==> src/rtl/cfs_params.svh <==
// Constants for the converter fault status byte bank.
// Assumes inclusion by name from rtl/; holds definitions only.
`ifndef CFS_PARAMS_SVH
`define CFS_PARAMS_SVH

// =====================================================
// Command codes
`define CFS_CMD_IOUT 8'h7b
`define CFS_CMD_INPUT 8'h7c
`define CFS_CMD_TEMP 8'h7d
`define CFS_CMD_CML 8'h7e

// =====================================================
// Reset values
`define CFS_RESET_BYTE 8'h00

// =====================================================
// Bit positions
`define CFS_OUT_OVERCURRENT_FAULT_BIT 7
`define CFS_OUT_OVERCURRENT_WARNING_BIT 5
`define CFS_IN_OVF_BIT 7
`define CFS_IN_UVF_BIT 4
`define CFS_IN_OCF_BIT 2
`define CFS_IN_OCW_BIT 1
`define CFS_TEMP_OTF_BIT 7
`define CFS_TEMP_OTW_BIT 6
`define CFS_CML_CMD_BIT 7
`define CFS_CML_DATA_BIT 6
`define CFS_CML_PEC_BIT 5
`define CFS_CML_MEM_BIT 4
`define CFS_CML_COM_BIT 1

// =====================================================
// Masks of supported bits; all other bits read zero
`define CFS_IOUT_MASK 8'ha0
`define CFS_INPUT_MASK 8'h96
`define CFS_TEMP_MASK 8'hc0
`define CFS_CML_MASK 8'hf2

`endif

==> src/rtl/cfs_pkg.sv <==
// Types for the converter fault status byte bank.
// Assumes nothing of its surroundings.
package cfs_pkg;

    // =====================================================
    // Fault event strobes, one bit each
    typedef struct packed {
        logic outOcFault;
        logic outOcWarn;
        logic inOvFault;
        logic inUvFault;
        logic inOcFault;
        logic inOcWarn;
        logic otFault;
        logic otWarn;
        logic badCommand;
        logic badData;
        logic packetCheckError;
        logic nvWriteBlocked;
        logic otherCommFault;
    } cfs_events_t;

    typedef enum logic [3:0] {
        CFS_SEL_IOUT = 4'h1,
        CFS_SEL_INPUT = 4'h2,
        CFS_SEL_TEMP = 4'h4,
        CFS_SEL_CML = 4'h8
    } cfs_sel_t;

endpackage

==> src/rtl/cfs_flag.sv <==
// One latched fault flag: set by event, held until clear or reset.
// Assumes event and clear are synchronous to clk.
`timescale 1ns/1ps

module cfs_flag (
    input wire logic clk,
    input wire logic rst_b,
    input wire logic setEvent,
    input wire logic clearReq,
    output logic flag
);

    // =====================================================
    // Latch; set beats a same-cycle clear so no event is lost
    always_ff @(posedge clk) begin
        if (!rst_b) begin
            flag <= 1'b0;
        end else if (setEvent) begin
            flag <= 1'b1;
        end else if (clearReq) begin
            flag <= 1'b0;
        end
    end

    // =====================================================
    // Checks
    set_latches_a: assert property (@(posedge clk) disable iff (!rst_b)
        setEvent |=> flag) else $error("flag did not latch");
    hold_without_clear_a: assert property (@(posedge clk) disable iff (!rst_b)
        flag && !clearReq |=> flag) else $error("flag dropped without clear");
    rise_needs_event_a: assert property (@(posedge clk) disable iff (!rst_b)
        $rose(flag) |-> $past(setEvent)) else $error("flag rose without event");

endmodule

==> src/rtl/cfs_status_bank.sv <==
// Bank of read-only fault status bytes read by command code.
// Assumes fault strobes and command port are synchronous to clk;
// the serial bus engine outside decodes transactions into this port.
`timescale 1ns/1ps
`include "cfs_params.svh"

// Behaviour
// Output-current byte bit 7 latches output over-current fault; zero otherwise.
// Output-current byte bit 5 latches output over-current warning.
// Output-current byte read by command 7Bh, reset value 00h.
// Input byte read by command 7Ch, reset value 00h.
// Input byte bit 7 latches input over-voltage fault.
// Input byte bit 4 latches input under-voltage fault.
// Input byte bit 2 latches input over-current fault.
// Input byte bit 1 latches input over-current warning.
// Temperature byte read by command 7Dh, reset value 00h.
// Temperature byte bit 7 latches over-temperature fault.
// Temperature byte bit 6 latches over-temperature warning.
// Communication byte read by command 7Eh, reset value 00h.
// Communication bit 7 latches invalid or unsupported command received.
// Communication bit 6 latches invalid or unsupported data received.
// Communication bit 5 latches packet error check failure.
// Communication bit 4 latches write attempt during non-volatile programming.
// Communication bit 1 latches any other communication fault.
// Unsupported and reserved bits always read zero.
// Flags hold until host clear request or reset.
// Host writes never change status byte contents; here a write still sets communication bit 7, 6 or 4 as a fault.
module cfs_status_bank
    import cfs_pkg::*;
(
    input wire logic clk,
    input wire logic rst_b,
    input cfs_events_t faultEvents,
    input wire logic nonvolatile_store,
    input wire logic readReq,
    input wire logic writeReq,
    input wire logic [7:0] cmdCode,
    input wire logic clearAll,
    output logic readAck,
    output logic readValid,
    output logic [7:0] readData,
    output logic cmdUnknown
);

    localparam int NFLAG = 13;

    // =====================================================
    // Event vector, ordered as the flag bank below
    logic [NFLAG-1:0] setVec;
    logic [NFLAG-1:0] flagVec;
    logic isKnown;
    logic writeBlocked;

    always_comb begin
        case (cmdCode)
            `CFS_CMD_IOUT, `CFS_CMD_INPUT, `CFS_CMD_TEMP, `CFS_CMD_CML: begin
                isKnown = 1'b1;
            end
            default: begin
                isKnown = 1'b0;
            end
        endcase
    end

    // Any write while programming the store is a memory error
    assign writeBlocked = writeReq && nonvolatile_store;

    assign setVec = {
        faultEvents.outOcFault,
        faultEvents.outOcWarn,
        faultEvents.inOvFault,
        faultEvents.inUvFault,
        faultEvents.inOcFault,
        faultEvents.inOcWarn,
        faultEvents.otFault,
        faultEvents.otWarn,
        faultEvents.badCommand || ((readReq || writeReq) && !isKnown),
        faultEvents.badData || (writeReq && isKnown),
        faultEvents.packetCheckError,
        faultEvents.nvWriteBlocked || writeBlocked,
        faultEvents.otherCommFault
    };

    // =====================================================
    // Latched flags
    genvar gi;
    generate
        for (gi = 0; gi < NFLAG; gi++) begin : gFlag
            cfs_flag uFlag (
                .clk(clk),
                .rst_b(rst_b),
                .setEvent(setVec[gi]),
                .clearReq(clearAll),
                .flag(flagVec[gi])
            );
        end
    endgenerate

    // =====================================================
    // Byte assembly; unsupported bits tied to zero
    logic [7:0] ioutByte;
    logic [7:0] inputByte;
    logic [7:0] tempByte;
    logic [7:0] cmlByte;

    always_comb begin
        ioutByte = `CFS_RESET_BYTE;
        inputByte = `CFS_RESET_BYTE;
        tempByte = `CFS_RESET_BYTE;
        cmlByte = `CFS_RESET_BYTE;
        ioutByte[`CFS_OUT_OVERCURRENT_FAULT_BIT] = flagVec[12];
        ioutByte[`CFS_OUT_OVERCURRENT_WARNING_BIT] = flagVec[11];
        inputByte[`CFS_IN_OVF_BIT] = flagVec[10];
        inputByte[`CFS_IN_UVF_BIT] = flagVec[9];
        inputByte[`CFS_IN_OCF_BIT] = flagVec[8];
        inputByte[`CFS_IN_OCW_BIT] = flagVec[7];
        tempByte[`CFS_TEMP_OTF_BIT] = flagVec[6];
        tempByte[`CFS_TEMP_OTW_BIT] = flagVec[5];
        cmlByte[`CFS_CML_CMD_BIT] = flagVec[4];
        cmlByte[`CFS_CML_DATA_BIT] = flagVec[3];
        cmlByte[`CFS_CML_PEC_BIT] = flagVec[2];
        cmlByte[`CFS_CML_MEM_BIT] = flagVec[1];
        cmlByte[`CFS_CML_COM_BIT] = flagVec[0];
    end

    // =====================================================
    // Read port; writes reach only communication bits 7, 6 and 4, as faults
    logic [7:0] next_readData;
    cfs_sel_t sel;

    always_comb begin
        sel = CFS_SEL_IOUT;
        next_readData = `CFS_RESET_BYTE;
        case (cmdCode)
            `CFS_CMD_IOUT: begin
                sel = CFS_SEL_IOUT;
            end
            `CFS_CMD_INPUT: begin
                sel = CFS_SEL_INPUT;
            end
            `CFS_CMD_TEMP: begin
                sel = CFS_SEL_TEMP;
            end
            default: begin
                sel = CFS_SEL_CML;
            end
        endcase
        case (sel)
            CFS_SEL_IOUT: begin
                next_readData = ioutByte & `CFS_IOUT_MASK;
            end
            CFS_SEL_INPUT: begin
                next_readData = inputByte & `CFS_INPUT_MASK;
            end
            CFS_SEL_TEMP: begin
                next_readData = tempByte & `CFS_TEMP_MASK;
            end
            CFS_SEL_CML: begin
                next_readData = cmlByte & `CFS_CML_MASK;
            end
            default: begin
                next_readData = `CFS_RESET_BYTE;
            end
        endcase
        if (!isKnown) begin
            next_readData = `CFS_RESET_BYTE;
        end
    end

    always_ff @(posedge clk) begin
        if (!rst_b) begin
            readData <= `CFS_RESET_BYTE;
            readValid <= 1'b0;
            cmdUnknown <= 1'b0;
        end else begin
            readValid <= readReq && isKnown;
            cmdUnknown <= (readReq || writeReq) && !isKnown;
            if (readReq) begin
                readData <= next_readData;
            end
        end
    end

    // Handshake is combinational: every read is taken at once
    assign readAck = readReq;

    // =====================================================
    // Read port checks
    reserved_zero_a: assert property (@(posedge clk) disable iff (!rst_b)
        readValid |-> (readData & ~(`CFS_IOUT_MASK | `CFS_INPUT_MASK
            | `CFS_TEMP_MASK | `CFS_CML_MASK)) == 8'h00)
        else $error("reserved bit set");
    // A flag set in the request cycle only shows in the next read
    iout_read_a: assert property (@(posedge clk) disable iff (!rst_b)
        readReq && cmdCode == `CFS_CMD_IOUT && !clearAll |=>
            readData == {flagVec[12], 1'b0, flagVec[11], 5'h00} || $past(|setVec))
        else $error("output-current byte wrong");
    // Byte layouts written out bit by bit, not taken from the mux above
    input_read_a: assert property (@(posedge clk) disable iff (!rst_b)
        readReq && cmdCode == `CFS_CMD_INPUT |=> readData == {$past(flagVec[10]), 2'b00,
            $past(flagVec[9]), 1'b0, $past(flagVec[8]), $past(flagVec[7]), 1'b0})
        else $error("input byte wrong");
    temp_read_a: assert property (@(posedge clk) disable iff (!rst_b)
        readReq && cmdCode == `CFS_CMD_TEMP |=>
            readData == {$past(flagVec[6]), $past(flagVec[5]), 6'h00})
        else $error("temperature byte wrong");
    cml_read_a: assert property (@(posedge clk) disable iff (!rst_b)
        readReq && cmdCode == `CFS_CMD_CML |=> readData == {$past(flagVec[4]),
            $past(flagVec[3]), $past(flagVec[2]), $past(flagVec[1]), 2'b00,
            $past(flagVec[0]), 1'b0})
        else $error("communication byte wrong");
    input_mask_a: assert property (@(posedge clk) disable iff (!rst_b)
        readReq && cmdCode == `CFS_CMD_INPUT |=> (readData & 8'h69) == 8'h00)
        else $error("input reserved bits set");
    temp_mask_a: assert property (@(posedge clk) disable iff (!rst_b)
        readReq && cmdCode == `CFS_CMD_TEMP |=> readData[5:0] == 6'h00)
        else $error("temperature low bits set");
    cml_mask_a: assert property (@(posedge clk) disable iff (!rst_b)
        readReq && cmdCode == `CFS_CMD_CML |=> (readData & 8'h0d) == 8'h00)
        else $error("communication reserved bits set");
    read_valid_a: assert property (@(posedge clk) disable iff (!rst_b)
        readReq && isKnown |=> readValid)
        else $error("known read gave no valid");
    valid_pulse_a: assert property (@(posedge clk) disable iff (!rst_b)
        !(readReq && isKnown) |=> !readValid)
        else $error("valid without a known read");
    // Host sees the last byte read until it asks again
    data_hold_a: assert property (@(posedge clk) disable iff (!rst_b)
        !readReq |=> $stable(readData))
        else $error("read data moved without a read");
    unknown_data_a: assert property (@(posedge clk) disable iff (!rst_b)
        readReq && !isKnown |=> readData == 8'h00 && !readValid)
        else $error("unknown read returned data");
    write_no_valid_a: assert property (@(posedge clk) disable iff (!rst_b)
        writeReq && !readReq |=> !readValid)
        else $error("write answered as a read");

    // =====================================================
    // Flag checks: each event shows in its byte one cycle later
    iout_fault_a: assert property (@(posedge clk) disable iff (!rst_b)
        faultEvents.outOcFault ##1 (readReq && cmdCode == `CFS_CMD_IOUT)
            |=> readData[`CFS_OUT_OVERCURRENT_FAULT_BIT])
        else $error("fault not reported");
    iout_zero_a: assert property (@(posedge clk) disable iff (!rst_b)
        !ioutByte[`CFS_OUT_OVERCURRENT_FAULT_BIT] && !faultEvents.outOcFault
            |=> !ioutByte[`CFS_OUT_OVERCURRENT_FAULT_BIT])
        else $error("over-current flag set without fault");
    iout_warn_a: assert property (@(posedge clk) disable iff (!rst_b)
        faultEvents.outOcWarn |=> ioutByte[`CFS_OUT_OVERCURRENT_WARNING_BIT])
        else $error("current warning not latched");
    in_ovf_a: assert property (@(posedge clk) disable iff (!rst_b)
        faultEvents.inOvFault |=> inputByte[`CFS_IN_OVF_BIT])
        else $error("input over-voltage not latched");
    in_uvf_a: assert property (@(posedge clk) disable iff (!rst_b)
        faultEvents.inUvFault |=> inputByte[`CFS_IN_UVF_BIT])
        else $error("input under-voltage not latched");
    in_ocf_a: assert property (@(posedge clk) disable iff (!rst_b)
        faultEvents.inOcFault |=> inputByte[`CFS_IN_OCF_BIT])
        else $error("input over-current not latched");
    in_ocw_a: assert property (@(posedge clk) disable iff (!rst_b)
        faultEvents.inOcWarn |=> inputByte[`CFS_IN_OCW_BIT])
        else $error("input current warning not latched");
    temp_otf_a: assert property (@(posedge clk) disable iff (!rst_b)
        faultEvents.otFault |=> tempByte[`CFS_TEMP_OTF_BIT])
        else $error("over-temperature fault not latched");
    temp_otw_a: assert property (@(posedge clk) disable iff (!rst_b)
        faultEvents.otWarn |=> tempByte[`CFS_TEMP_OTW_BIT])
        else $error("over-temperature warning not latched");
    bad_cmd_a: assert property (@(posedge clk) disable iff (!rst_b)
        readReq && !isKnown |=> flagVec[4] && cmdUnknown)
        else $error("bad command not flagged");
    cml_data_a: assert property (@(posedge clk) disable iff (!rst_b)
        writeReq && isKnown |=> cmlByte[`CFS_CML_DATA_BIT])
        else $error("bad data not flagged");
    cml_pec_a: assert property (@(posedge clk) disable iff (!rst_b)
        faultEvents.packetCheckError |=> cmlByte[`CFS_CML_PEC_BIT])
        else $error("packet check error not latched");
    mem_error_a: assert property (@(posedge clk) disable iff (!rst_b)
        writeReq && nonvolatile_store |=> flagVec[1])
        else $error("memory error not flagged");
    cml_mem_a: assert property (@(posedge clk) disable iff (!rst_b)
        faultEvents.nvWriteBlocked |=> cmlByte[`CFS_CML_MEM_BIT])
        else $error("memory error strobe not latched");
    cml_other_a: assert property (@(posedge clk) disable iff (!rst_b)
        faultEvents.otherCommFault |=> cmlByte[`CFS_CML_COM_BIT])
        else $error("other comm fault not latched");

    // =====================================================
    // Refusal checks
    write_nochange_a: assert property (@(posedge clk) disable iff (!rst_b)
        writeReq && !clearAll && !(|faultEvents) && !readReq |=>
            ($stable(flagVec[12:5])))
        else $error("write changed a fault byte");
    write_unknown_a: assert property (@(posedge clk) disable iff (!rst_b)
        writeReq && !isKnown |=> cmdUnknown && cmlByte[`CFS_CML_CMD_BIT] && !readValid)
        else $error("unknown write not flagged");
    known_quiet_a: assert property (@(posedge clk) disable iff (!rst_b)
        (readReq || writeReq) && isKnown && !faultEvents.badCommand && !flagVec[4]
            |=> !flagVec[4] && !cmdUnknown)
        else $error("known code flagged as bad");
    unknown_pulse_a: assert property (@(posedge clk) disable iff (!rst_b)
        !((readReq || writeReq) && !isKnown) |=> !cmdUnknown)
        else $error("unknown pulse without a request");
    // Unknown codes are a command fault, never also a data fault
    unknown_no_data_a: assert property (@(posedge clk) disable iff (!rst_b)
        writeReq && !isKnown && !faultEvents.badData && !flagVec[3] |=> !flagVec[3])
        else $error("unknown write flagged as bad data");
    no_stray_mem_a: assert property (@(posedge clk) disable iff (!rst_b)
        !writeBlocked && !faultEvents.nvWriteBlocked && !flagVec[1] |=> !flagVec[1])
        else $error("memory error without blocked write");

    // =====================================================
    // Clear and reset checks
    clear_works_a: assert property (@(posedge clk) disable iff (!rst_b)
        clearAll && !(|setVec) |=> flagVec == '0)
        else $error("clear did not clear");
    clear_then_read_a: assert property (@(posedge clk) disable iff (!rst_b)
        clearAll && !(|setVec) ##1 (readReq && isKnown && !(|setVec))
            |=> readData == 8'h00)
        else $error("cleared byte read nonzero");
    flag_hold_a: assert property (@(posedge clk) disable iff (!rst_b)
        !clearAll |=> (flagVec & $past(flagVec)) == $past(flagVec))
        else $error("flag dropped without clear");
    // No disable here: the reset cycles themselves are what is checked
    reset_clear_a: assert property (@(posedge clk)
        !rst_b |=> flagVec == '0 && readData == 8'h00 && !readValid && !cmdUnknown)
        else $error("reset left state behind");

    // =====================================================
    // Coverage of the main scenarios
    read_iout_c: cover property (@(posedge clk) disable iff (!rst_b)
        readValid && readData[`CFS_OUT_OVERCURRENT_FAULT_BIT]);
    read_temp_c: cover property (@(posedge clk) disable iff (!rst_b)
        faultEvents.otWarn ##1 readReq && cmdCode == `CFS_CMD_TEMP);
    // Event and clear together: the set must win
    set_clear_c: cover property (@(posedge clk) disable iff (!rst_b)
        setVec[0] && clearAll);
    blocked_c: cover property (@(posedge clk) disable iff (!rst_b) writeBlocked);
    unknown_write_c: cover property (@(posedge clk) disable iff (!rst_b)
        writeReq && !isKnown);

endmodule

==> config.mk <==
export PLATFORM = sky130hd
export DESIGN_NAME = cfs_status_bank
export DESIGN_NICKNAME = d
export VERILOG_FILES = /design/src/rtl/cfs_pkg.sv /design/src/rtl/cfs_flag.sv /design/src/rtl/cfs_status_bank.sv
export VERILOG_INCLUDE_DIRS = /design/src /design/src/rtl
export SDC_FILE = /design/constraint.sdc
export NUM_CORES = 1
export LEC_CHECK = 0
export BUFFER_PORTS_ARGS = -buffer_cell sky130_fd_sc_hd__buf_2
export CAP_MARGIN = 30
export CORE_MARGIN = 1
export CORE_UTILIZATION = 43
export CTS_CLUSTER_DIAMETER = 80
export DETAILED_ROUTE_END_ITERATION = 10
export PLACE_DENSITY = 0.73
export SLEW_MARGIN = 20
export SYNTH_ARGS = -nofsm -noshare
export SYNTH_HDL_FRONTEND = slang
export SYNTH_HIERARCHICAL = 1
export SYNTH_SLANG_ARGS = --single-unit
==> constraint.sdc <==
create_clock -name clk -period 1.5 [get_ports clk]
set_clock_uncertainty 0.2 [all_clocks]
set_input_delay 0.15 -clock clk [delete_from_list [all_inputs] [get_ports clk]]
set_output_delay 0.15 -clock clk [all_outputs]
set_load 0.005 [all_outputs]
# After elaboration in Yosys (flattened, before gate mapping)
# Cells that the tools add are included.
[totals]
ff_bits = 23
input_bits = 27
output_inout_bits = 11
word_cells = 65
[op_classes]
n_eq_ne = 8
n_mux = 18
n_reduce_logical = 23
[op_table]
columns = ["op", "count"]
rows = [
  ["equality test 8 x 7 -> 1 bit, second input constant", 4],
  ["one-hot mux 8 bit (4 select lines)", 1],
  ["nonzero test 2 bit", 13],
  ["two-way mux 1 bit", 15],
  ["one-hot mux 4 bit (3 select lines)", 1],
  ["two-way mux 8 bit", 1],
  ["equality test 4 x 1 -> 1 bit, second input constant", 1],
  ["equality test 4 x 2 -> 1 bit, second input constant", 1],
  ["equality test 4 x 3 -> 1 bit, second input constant", 1],
  ["equality test 4 bit, second input constant", 1],
  ["logical AND 1 bit", 4],
  ["logical OR 1 bit", 4],
  ["OR reduction 4 bit", 1],
  ["zero test 1 bit", 1],
]

# Depth between registers and ports, before layout
# Gate-level depths: netlist (run 1).
[depth]
ltp_word = 7
ltp_mapped = 6
depth_no_buf = 5

# Modules after synthesis
# Netlist (run 1), hierarchy kept.
[modules_own_cells]
columns = ["mod", "n_inst", "cells_per_inst", "area_per_inst_um2", "seq_area_each_um2"]
rows = [
  ["cfs_flag", 13, 3, 41.3, 20.0],
  ["cfs_status_bank", 1, 63, 525.5, 160.2],
]

# Worst setup path before layout (run 1)
# Ideal clock, no wire load.
[synth_path]
path_kind = "in2reg"
startpoint = "in cmdCode[1]"
endpoint = "reg gFlag[4].uFlag.flag"
setup_ps = 115
t_arrival_ps = 1190
required_time_ps = 1185
slack_ps = -5
path_stages = 6
path_buffers = 1
path_cell_list = "buf_2 -> a21bo_1 -> a211oi_2 -> nor2_1 -> or2_1 -> o21a_1"
[synth_between]
elab_chain_cells = 7
word_cells_on_any_way = 11
classes_between = "eq/ne: 4; mux: 2; reduce/logical: 5"
[synth_rtl]
columns = ["item", "line", "rtl"]
rows = [
  ["from (decl)", "cfs_status_bank.sv:37", "input wire logic [7:0] cmdCode,"],
  ["equality test 8 x 7 -> 1 bit", "cfs_status_bank.sv:55", "case (cmdCode)"],
  ["OR reduction 4 bit *", "cfs_status_bank.sv:55", ""],
  ["two-way mux 1 bit *", "cfs_status_bank.sv:55", ""],
  ["zero test 1 bit *", "cfs_status_bank.sv:77", "faultEvents.badCommand || ((readReq || writeReq) && !isKnown),"],
  ["logical AND 1 bit *", "cfs_status_bank.sv:77", ""],
  ["logical OR 1 bit *", "cfs_status_bank.sv:77", ""],
  ["via setVec[4]", "cfs_status_bank.sv:49", "logic [NFLAG-1:0] setVec;"],
  ["two-way mux 1 bit or nonzero test 2 bit (tied branches)", "-", ""],
  ["to (signal assigned)", "cfs_flag.sv:17", "flag <= 1'b0;"],
  ["to (signal assigned)", "cfs_flag.sv:19", "flag <= 1'b1;"],
  ["to (signal assigned)", "cfs_flag.sv:21", "flag <= 1'b0;"],
  ["to (decl)", "cfs_flag.sv:10", "output logic flag"],
]
# Mark *: on every way through the listed nets, which the timed path passes. The rest lies on a longest branch.
# A chain may end at the register's enable or synchronous reset.

# Worst setup path after layout (run 1)
[layout_path]
startpoint = "in readReq"
endpoint = "reg gFlag[4].uFlag.flag"
[layout_between]
elab_chain_cells = 4
word_cells_on_any_way = 5
classes_between = "mux: 1; reduce/logical: 4"
[layout_rtl]
columns = ["item", "line", "rtl"]
rows = [
  ["from (decl)", "cfs_status_bank.sv:35", "input wire logic readReq,"],
  ["logical OR 1 bit *", "cfs_status_bank.sv:77", ""],
  ["logical AND 1 bit *", "cfs_status_bank.sv:77", ""],
  ["logical OR 1 bit *", "cfs_status_bank.sv:77", ""],
  ["via setVec[4]", "cfs_status_bank.sv:49", ""],
  ["two-way mux 1 bit or nonzero test 2 bit (tied branches)", "-", ""],
]
# Marks and branches as above.

==> summary.txt, run 1 <==
Synthesis
  – Post-synth ARST share: 0%
  – Most used DFF post-synth: dfxtp_1
  – Share of the synthesized area in the top cell type: 39.6%
  – Number of synthesized flops with an enable pin: 0
  – Cell area after synthesis: 1060 µm²
  – Flops & latches, synth: 21
  – Leading area contributor after synthesis: dfxtp_1
  – Avg Cell Area, Syn: 10.4 µm²
  – Ranking of synthesized cells by area: dfxtp_1 (40%), nor2b_4 (17%), o21a_1 (9.2%)
  – Count of cell types in the netlist: 35
  – Seq/Total Area, Yosys: 39.6%
  – Yosys Warn Count: 6
  – Post-synthesis cell count: 102

Cells and area
  – Most frequent cells in the layout: buf_2 (35), dfxtp_1 (21), dlygate4sd3_1 (17)
  – Layout Nets: 191
  – Share of layout cells above drive strength 1: 39.3%
  – Final instance area: 1520 µm²
  – Commonest non-fill, non-tap cell in the layout: buf_2
  – Register area: 420 µm²
  – Fillers: 179
  – N_diodes: 0
  – Area Overhead vs Synth: 42.9%
  – Multi-input gate area: 602 µm²

Floorplanning
  – DIE AREA: 2670 µm²
  – Die X: 51.7 µm
  – Row cnt: 17
  – Die height: 51.7 µm
  – Initial core utilization: 46.7%
  – Core Box Area: 2280 µm²
  – I/O Pins: 38

Place
  – IO buf count: 35
  – RePlAce Congestion: 0.844
  – Final HPWL DP: 1.78 mm
  – Post-DP Area: 1320 µm²
  – Dpl ws: -0.0792 ns

Clocking
  – CTS clk-pin slew, worst paths: 0.12 ns
  – TritonCTS clock tree: built
  – Clk root buf: clkbuf_4
  – H-tree levels: 1
  – CTS buffer count: 3
  – Clk buf depth: 2
  – Clock Latency Late Sink: 0.30 ns
  – CTS Sinks: 21
  – CTS Hold Buffers Added: 17
  – # Post-CTS Setup Buffers: 0
  – Cts repair resizes: 0

STA
  – RSZ-0062 raised after global routing: no
  – Post-route setup slack: 0.0617 ns
  – Max Clock Freq: 0.695 GHz
  – Final setup vio count: 0
  – Final Cycle Share: 95.9%
  – Max-slew violations: 0
  – Min Tclk post-route: 1.44 ns
  – Final Hold Fails: 0

Worst setup path
  – Worst-path cell chain: dlygate4sd3_1 -> buf_2 -> nor2_1 -> nor2_1 -> or2_1 -> o21a_1
  – CP max stage delay: 0.55 ns
  – Worst-path maximum fanout: 6
  – Worst path required time: 1.51 ns
  – Worst setup EP type: flip-flop
  – Critical path class: primary input to flip-flop
  – Crit path DAT: 1.44 ns
  – CP Launch Type: primary input
  – CP most frequent cell: nor2_1
  – Slowest library cell on the worst path: dlygate4sd3_1

Route
  – Detailed Routing Iterations Pass 1: 4
  – Routed WL: 2.51 mm
  – Initial DRC Count: 13
  – Drt wl/cell: 13.1 µm
  – ANT nets after route: 0
  – Via count: 950
  – DRC: 0
  – DR vias/cell: 4.97

Power and ir drop
  – LEAKAGE: 0.656 nW
  – Sequential Power Share: 54.2%
  – P_int: 0.824 mW
  – VDD IR max: 565 µV
  – Combinational Power Share: 20.9%
  – Sw Pwr: 0.278 mW
  – Switching Fraction: 25.2%
  – Clock Power Share: 24.9%
  – PwrDens: 727 nW/µm²
  – Final Power: 1.10 mW

Global routing
  – Number of global-route vias before repair: 905
  – Largest net degree at the start of global routing: 15
  – Grt ovf: 0
  – First-pass GRT wire length: 3.95 mm
  – Antenna violations before repair: 0
  – GRT Total Usage: 20.8%

Worst hold path
  – Worst hold-check path type: primary input to flip-flop

Job
  – Max-Cap Viols: 0

Outcome
  – Status: finished clean
-- path summary, 6_finish.rpt --
check	start	endpoint	slack, ns	cells past startpoint
setup reg to reg	gFlag[4].uFlag/flag	readData[7]	0.32	4
hold reg to reg	readData[5]	readData[5]	0.25	2
hold / removal	cmdCode[0]	readData[6]	0.12	4
setup / recovery	readReq	gFlag[4].uFlag/flag	0.06	6
-- stage by stage --
stage	instances	hold slack (ns)	TNS (ns)	utilization (%)
final	191	0.125	0	66.7
after global routing	191	0.136	0	66.7
after CTS	191	0.114	0	66.7
after detailed placement	170	0.161	-0.317	58.1
after global placement	170	0.157	-0.0645	58.1
after floorplan	103	0.0675	0	-
-- worst max-delay path: cells and delay by family --
| kind | cells | cell delay [ns] |
|---|---|---|
| and+or+nand+nor | 3 | 0.40 |
| AOI/OAI and AO/OA | 1 | 0.19 |
| buffers and inverters | 2 | 0.71 |
-- area by class of cell --
class | count | share of cell area, %
clock buffer | 4 | 1.73
inverter | 4 | 1.07
multi-input combinational | 74 | 39.7
sequential | 21 | 27.7
tap | 28 | 2.31
timing repair buffer | 60 | 27.5
-- cell families after synthesis --
| family | after synthesis | synth area share, % |
|---|---|---|
| AOI/OAI and AO/OA | 34 | 25.0 |
| DFF | 21 | 39.6 |
| xor gates and xnor gates | 1 | 0.825 |
| and+or+nand+nor | 37 | 30.2 |
| buffers and inverters | 8 | 4.12 |
| other | 1 | 0.353 |
-- registers in the layout, summed over array words and instances (netlist names) --
name              flops
readData              6
readValid             1
gFlag.uFlag/flag     13
cmdUnknown            1
-- synthesized netlist by cell type (2+ instances only) --
cell type	count
nor2b_4	13
nand3b_1	3
nand2_1	6
buf_4	3
o211ai_1	2
o21ai_1	4
a211o_1	2
a31oi_1	2
nor2b_1	2
o21a_1	13
dfxtp_1	21
nor2_1	2
o41a_1	2
a22o_1	2
nand2b_1	3
inv_1	3
-- power groups by stage --
stage	Combinational, mW	Clock [mW]	Sequential (mW)
global placement	0.187	0	0.610
CTS	0.228	0.285	0.598
global route	0.248	0.316	0.601
floorplan	0.106	0	0.606
finish	0.230	0.275	0.598
detailed placement	0.193	0	0.610
-- metal layers --
metal  vias up  share of wire, %  global-route usage, %
met5         -                 0                      0
met4         0               3.1                   11.3
met3         8               2.5                   3.80
met2        26                49                   35.7
met1       435                45                   24.3
li1        481                 -                      -
Note: power is estimated with default switching activity, not from simulation.
==> run 2, diff against run 1 <==
--- a/config.mk
+++ b/config.mk
@@ -9,10 +9,11 @@
 export BUFFER_PORTS_ARGS = -buffer_cell sky130_fd_sc_hd__buf_2
 export CAP_MARGIN = 30
 export CORE_MARGIN = 1
-export CORE_UTILIZATION = 43
+export CORE_UTILIZATION = 45
+export CTS_BUF_LIST = sky130_fd_sc_hd__clkbuf_4 sky130_fd_sc_hd__clkbuf_8
 export CTS_CLUSTER_DIAMETER = 80
 export DETAILED_ROUTE_END_ITERATION = 10
-export PLACE_DENSITY = 0.73
+export PLACE_DENSITY = 0.76
 export SLEW_MARGIN = 20
 export SYNTH_ARGS = -nofsm -noshare
 export SYNTH_HDL_FRONTEND = slang
==> summary.txt, run 2 (synthesized netlist as in run 1, its figures left out) <==
Route
  – Drt wl/cell: 12.1 µm (-7.8%)
  – Routed WL: 2.30 mm (-8.3%)
  – DR vias/cell: 5.00 (+0.53%)
  – Via count: 950 (unchanged)
  – Detailed Routing Iterations Pass 1: 4 (unchanged)
  – Initial DRC Count: 12 (-1)
  – ANT nets after route: 0 (unchanged)
  – DRC: 0 (unchanged)

Floorplanning
  – Core Box Area: 2210 µm² (-2.8%)
  – Die height: 50.6 µm (-2.2%)
  – Row cnt: 17 (unchanged)
  – DIE AREA: 2560 µm² (-4.3%)
  – Initial core utilization: 48.0% (+1.3 points)
  – Die X: 50.6 µm (-2.2%)
  – I/O Pins: 38 (unchanged)

Global routing
  – GRT Total Usage: 20.1% (-0.69 points)
  – Number of global-route vias before repair: 870 (-3.9%)
  – Grt ovf: 0 (unchanged)
  – Largest net degree at the start of global routing: 16 (+1)
  – First-pass GRT wire length: 3.75 mm (-4.9%)
  – Antenna violations before repair: 0 (unchanged)

Clocking
  – CTS clk-pin slew, worst paths: 0.11 ns (about the same)
  – CTS Hold Buffers Added: 17 (unchanged)
  – CTS Sinks: 21 (unchanged)
  – # Post-CTS Setup Buffers: 0 (unchanged)
  – Clk buf depth: 2 (unchanged)
  – TritonCTS clock tree: built
  – Clock Latency Late Sink: 0.30 ns (about the same)
  – H-tree levels: 1 (unchanged)
  – CTS buffer count: 3 (unchanged)
  – Cts repair resizes: 0 (unchanged)
  – Clk root buf: clkbuf_4

Cells and area
  – Fillers: 176 (-1.7%)
  – Share of layout cells above drive strength 1: 39.5% (+0.24 points)
  – Top Registers: gFlag.uFlag/flag: 13 flops, readData: 6 flops
  – Area Overhead vs Synth: 42.5%
  – Largest Register: gFlag.uFlag/flag
  – Register area: 420 µm² (unchanged)
  – Multi-input gate area: 602 µm² (unchanged)
  – Max FFs per register: 13 (unchanged)
  – Most frequent cells in the layout: buf_2 (35), dfxtp_1 (21), dlygate4sd3_1 (17)
  – Layout Nets: 190 (-0.52%)
  – N_diodes: 0 (unchanged)
  – Commonest non-fill, non-tap cell in the layout: buf_2

Power and ir drop
  – PwrDens: 731 nW/µm² (+0.65%)
  – Sequential Power Share: 53.9% (-0.3 points)
  – Combinational Power Share: 20.3% (-0.6 points)
  – Clock Power Share: 25.8% (+0.9 points)
  – LEAKAGE: 0.654 nW (-0.21%)
  – Sw Pwr: 0.267 mW (-4.2%)
  – Final Power: 1.11 mW (+0.40%)
  – Switching Fraction: 24.1% (-1.2 points)
  – P_int: 0.841 mW (+2.0%)
  – VDD IR max: 544 µV (-3.6%)

Place
  – IO buf count: 35 (unchanged)
  – RePlAce Congestion: 0.776 (-8.1%)
  – Final HPWL DP: 1.74 mm (-2.5%)

Worst setup path
  – Worst setup EP type: flip-flop
  – Crit path DAT: 1.38 ns (-0.06 ns)
  – Worst-path maximum fanout: 6 (unchanged)
  – CP Launch Type: primary input
  – Critical path class: primary input to flip-flop
  – Worst path required time: 1.51 ns (about the same)

Worst hold path
  – Worst hold-check path type: primary input to flip-flop

Outcome
  – Status: finished clean

STA
  – Min Tclk post-route: 1.37 ns (-0.0639 ns)
  – Final setup vio count: 0 (unchanged)
  – Final Cycle Share: 91.6% (-4.3 points)
  – RSZ-0062 raised after global routing: no
  – Final Hold Fails: 0 (unchanged)
  – Hold WS: 0.121 ns (-0.00334 ns)
  – Max Clock Freq: 0.728 GHz (+4.6%)
  – Max-slew violations: 0 (unchanged)

Job
  – Max-Cap Viols: 0 (unchanged)
-- run 2: cell types whose count changed in the layout (fill, tap and decap cells not counted), sizes merged --
| cell | before | now |
|---|---|---|
| buf | 43 | 42 |
-- run 2: worst max-delay path, stage by stage --
cell and delay (ns):
dlygate4sd3_1 0.53, buf_2 0.16, nor2_1 0.11, nor2_1 0.06, or2_1 0.21, o21a_1 0.17
-- run 2: cell type report --
type	count	share of cell area, %
Multi-Input combinational cell	74	39.8
Sequential cell	21	27.8
Timing Repair Buffer	59	27.1
Tap cell	28	2.31
Clock buffer	4	1.98
Inverter	4	1.07
-- run 2: per-layer routing --
metal | vias up | global-route usage [%] | wire length, µm
li1 | 478 | - | -
met2 | 25 | 35.3 | 1190
met4 | 0 | 8.33 | 28
met5 | - | 0 | 0
met1 | 443 | 23.8 | 1020
met3 | 4 | 3.64 | 63
-- run 2: power by group through the flow --
| stage | logic [mW] | registers, mW | clock network [mW] |
|---|---|---|---|
| 2_1_floorplan | 0.106 | 0.606 | 0 |
| 3_3_place_gp | 0.186 | 0.609 | 0 |
| 3_5_place_dp | 0.191 | 0.610 | 0 |
| 4_1_cts | 0.226 | 0.597 | 0.299 |
| 5_1_grt | 0.243 | 0.600 | 0.323 |
| 6_report | 0.225 | 0.597 | 0.286 |
-- run 2: final timing paths --
path	startpoint	cells past startpoint	slack, ns	to
max	readReq	6	0.13	gFlag[4].uFlag/flag
min	cmdCode[0]	4	0.12	readData[6]
max reg2reg	gFlag[12].uFlag/flag	4	0.32	readData[7]
min reg2reg	readData[5]	2	0.25	readData[5]
-- run 2: through the flow --
step	std cells	worst slack (ns)	util (%)	setup TNS, ns	cell area, µm²
3_3_place_gp	169	-0.0166	59.4	-0.0576	1310
2_1_floorplan	103	0.00788	-	0	1070
4_1_cts	190	0.137	68.4	0	1510
5_1_grt	190	0.103	68.4	0	1510
6_report	190	0.126	68.4	0	1510
3_5_place_dp	169	-0.0450	59.4	-0.186	1310
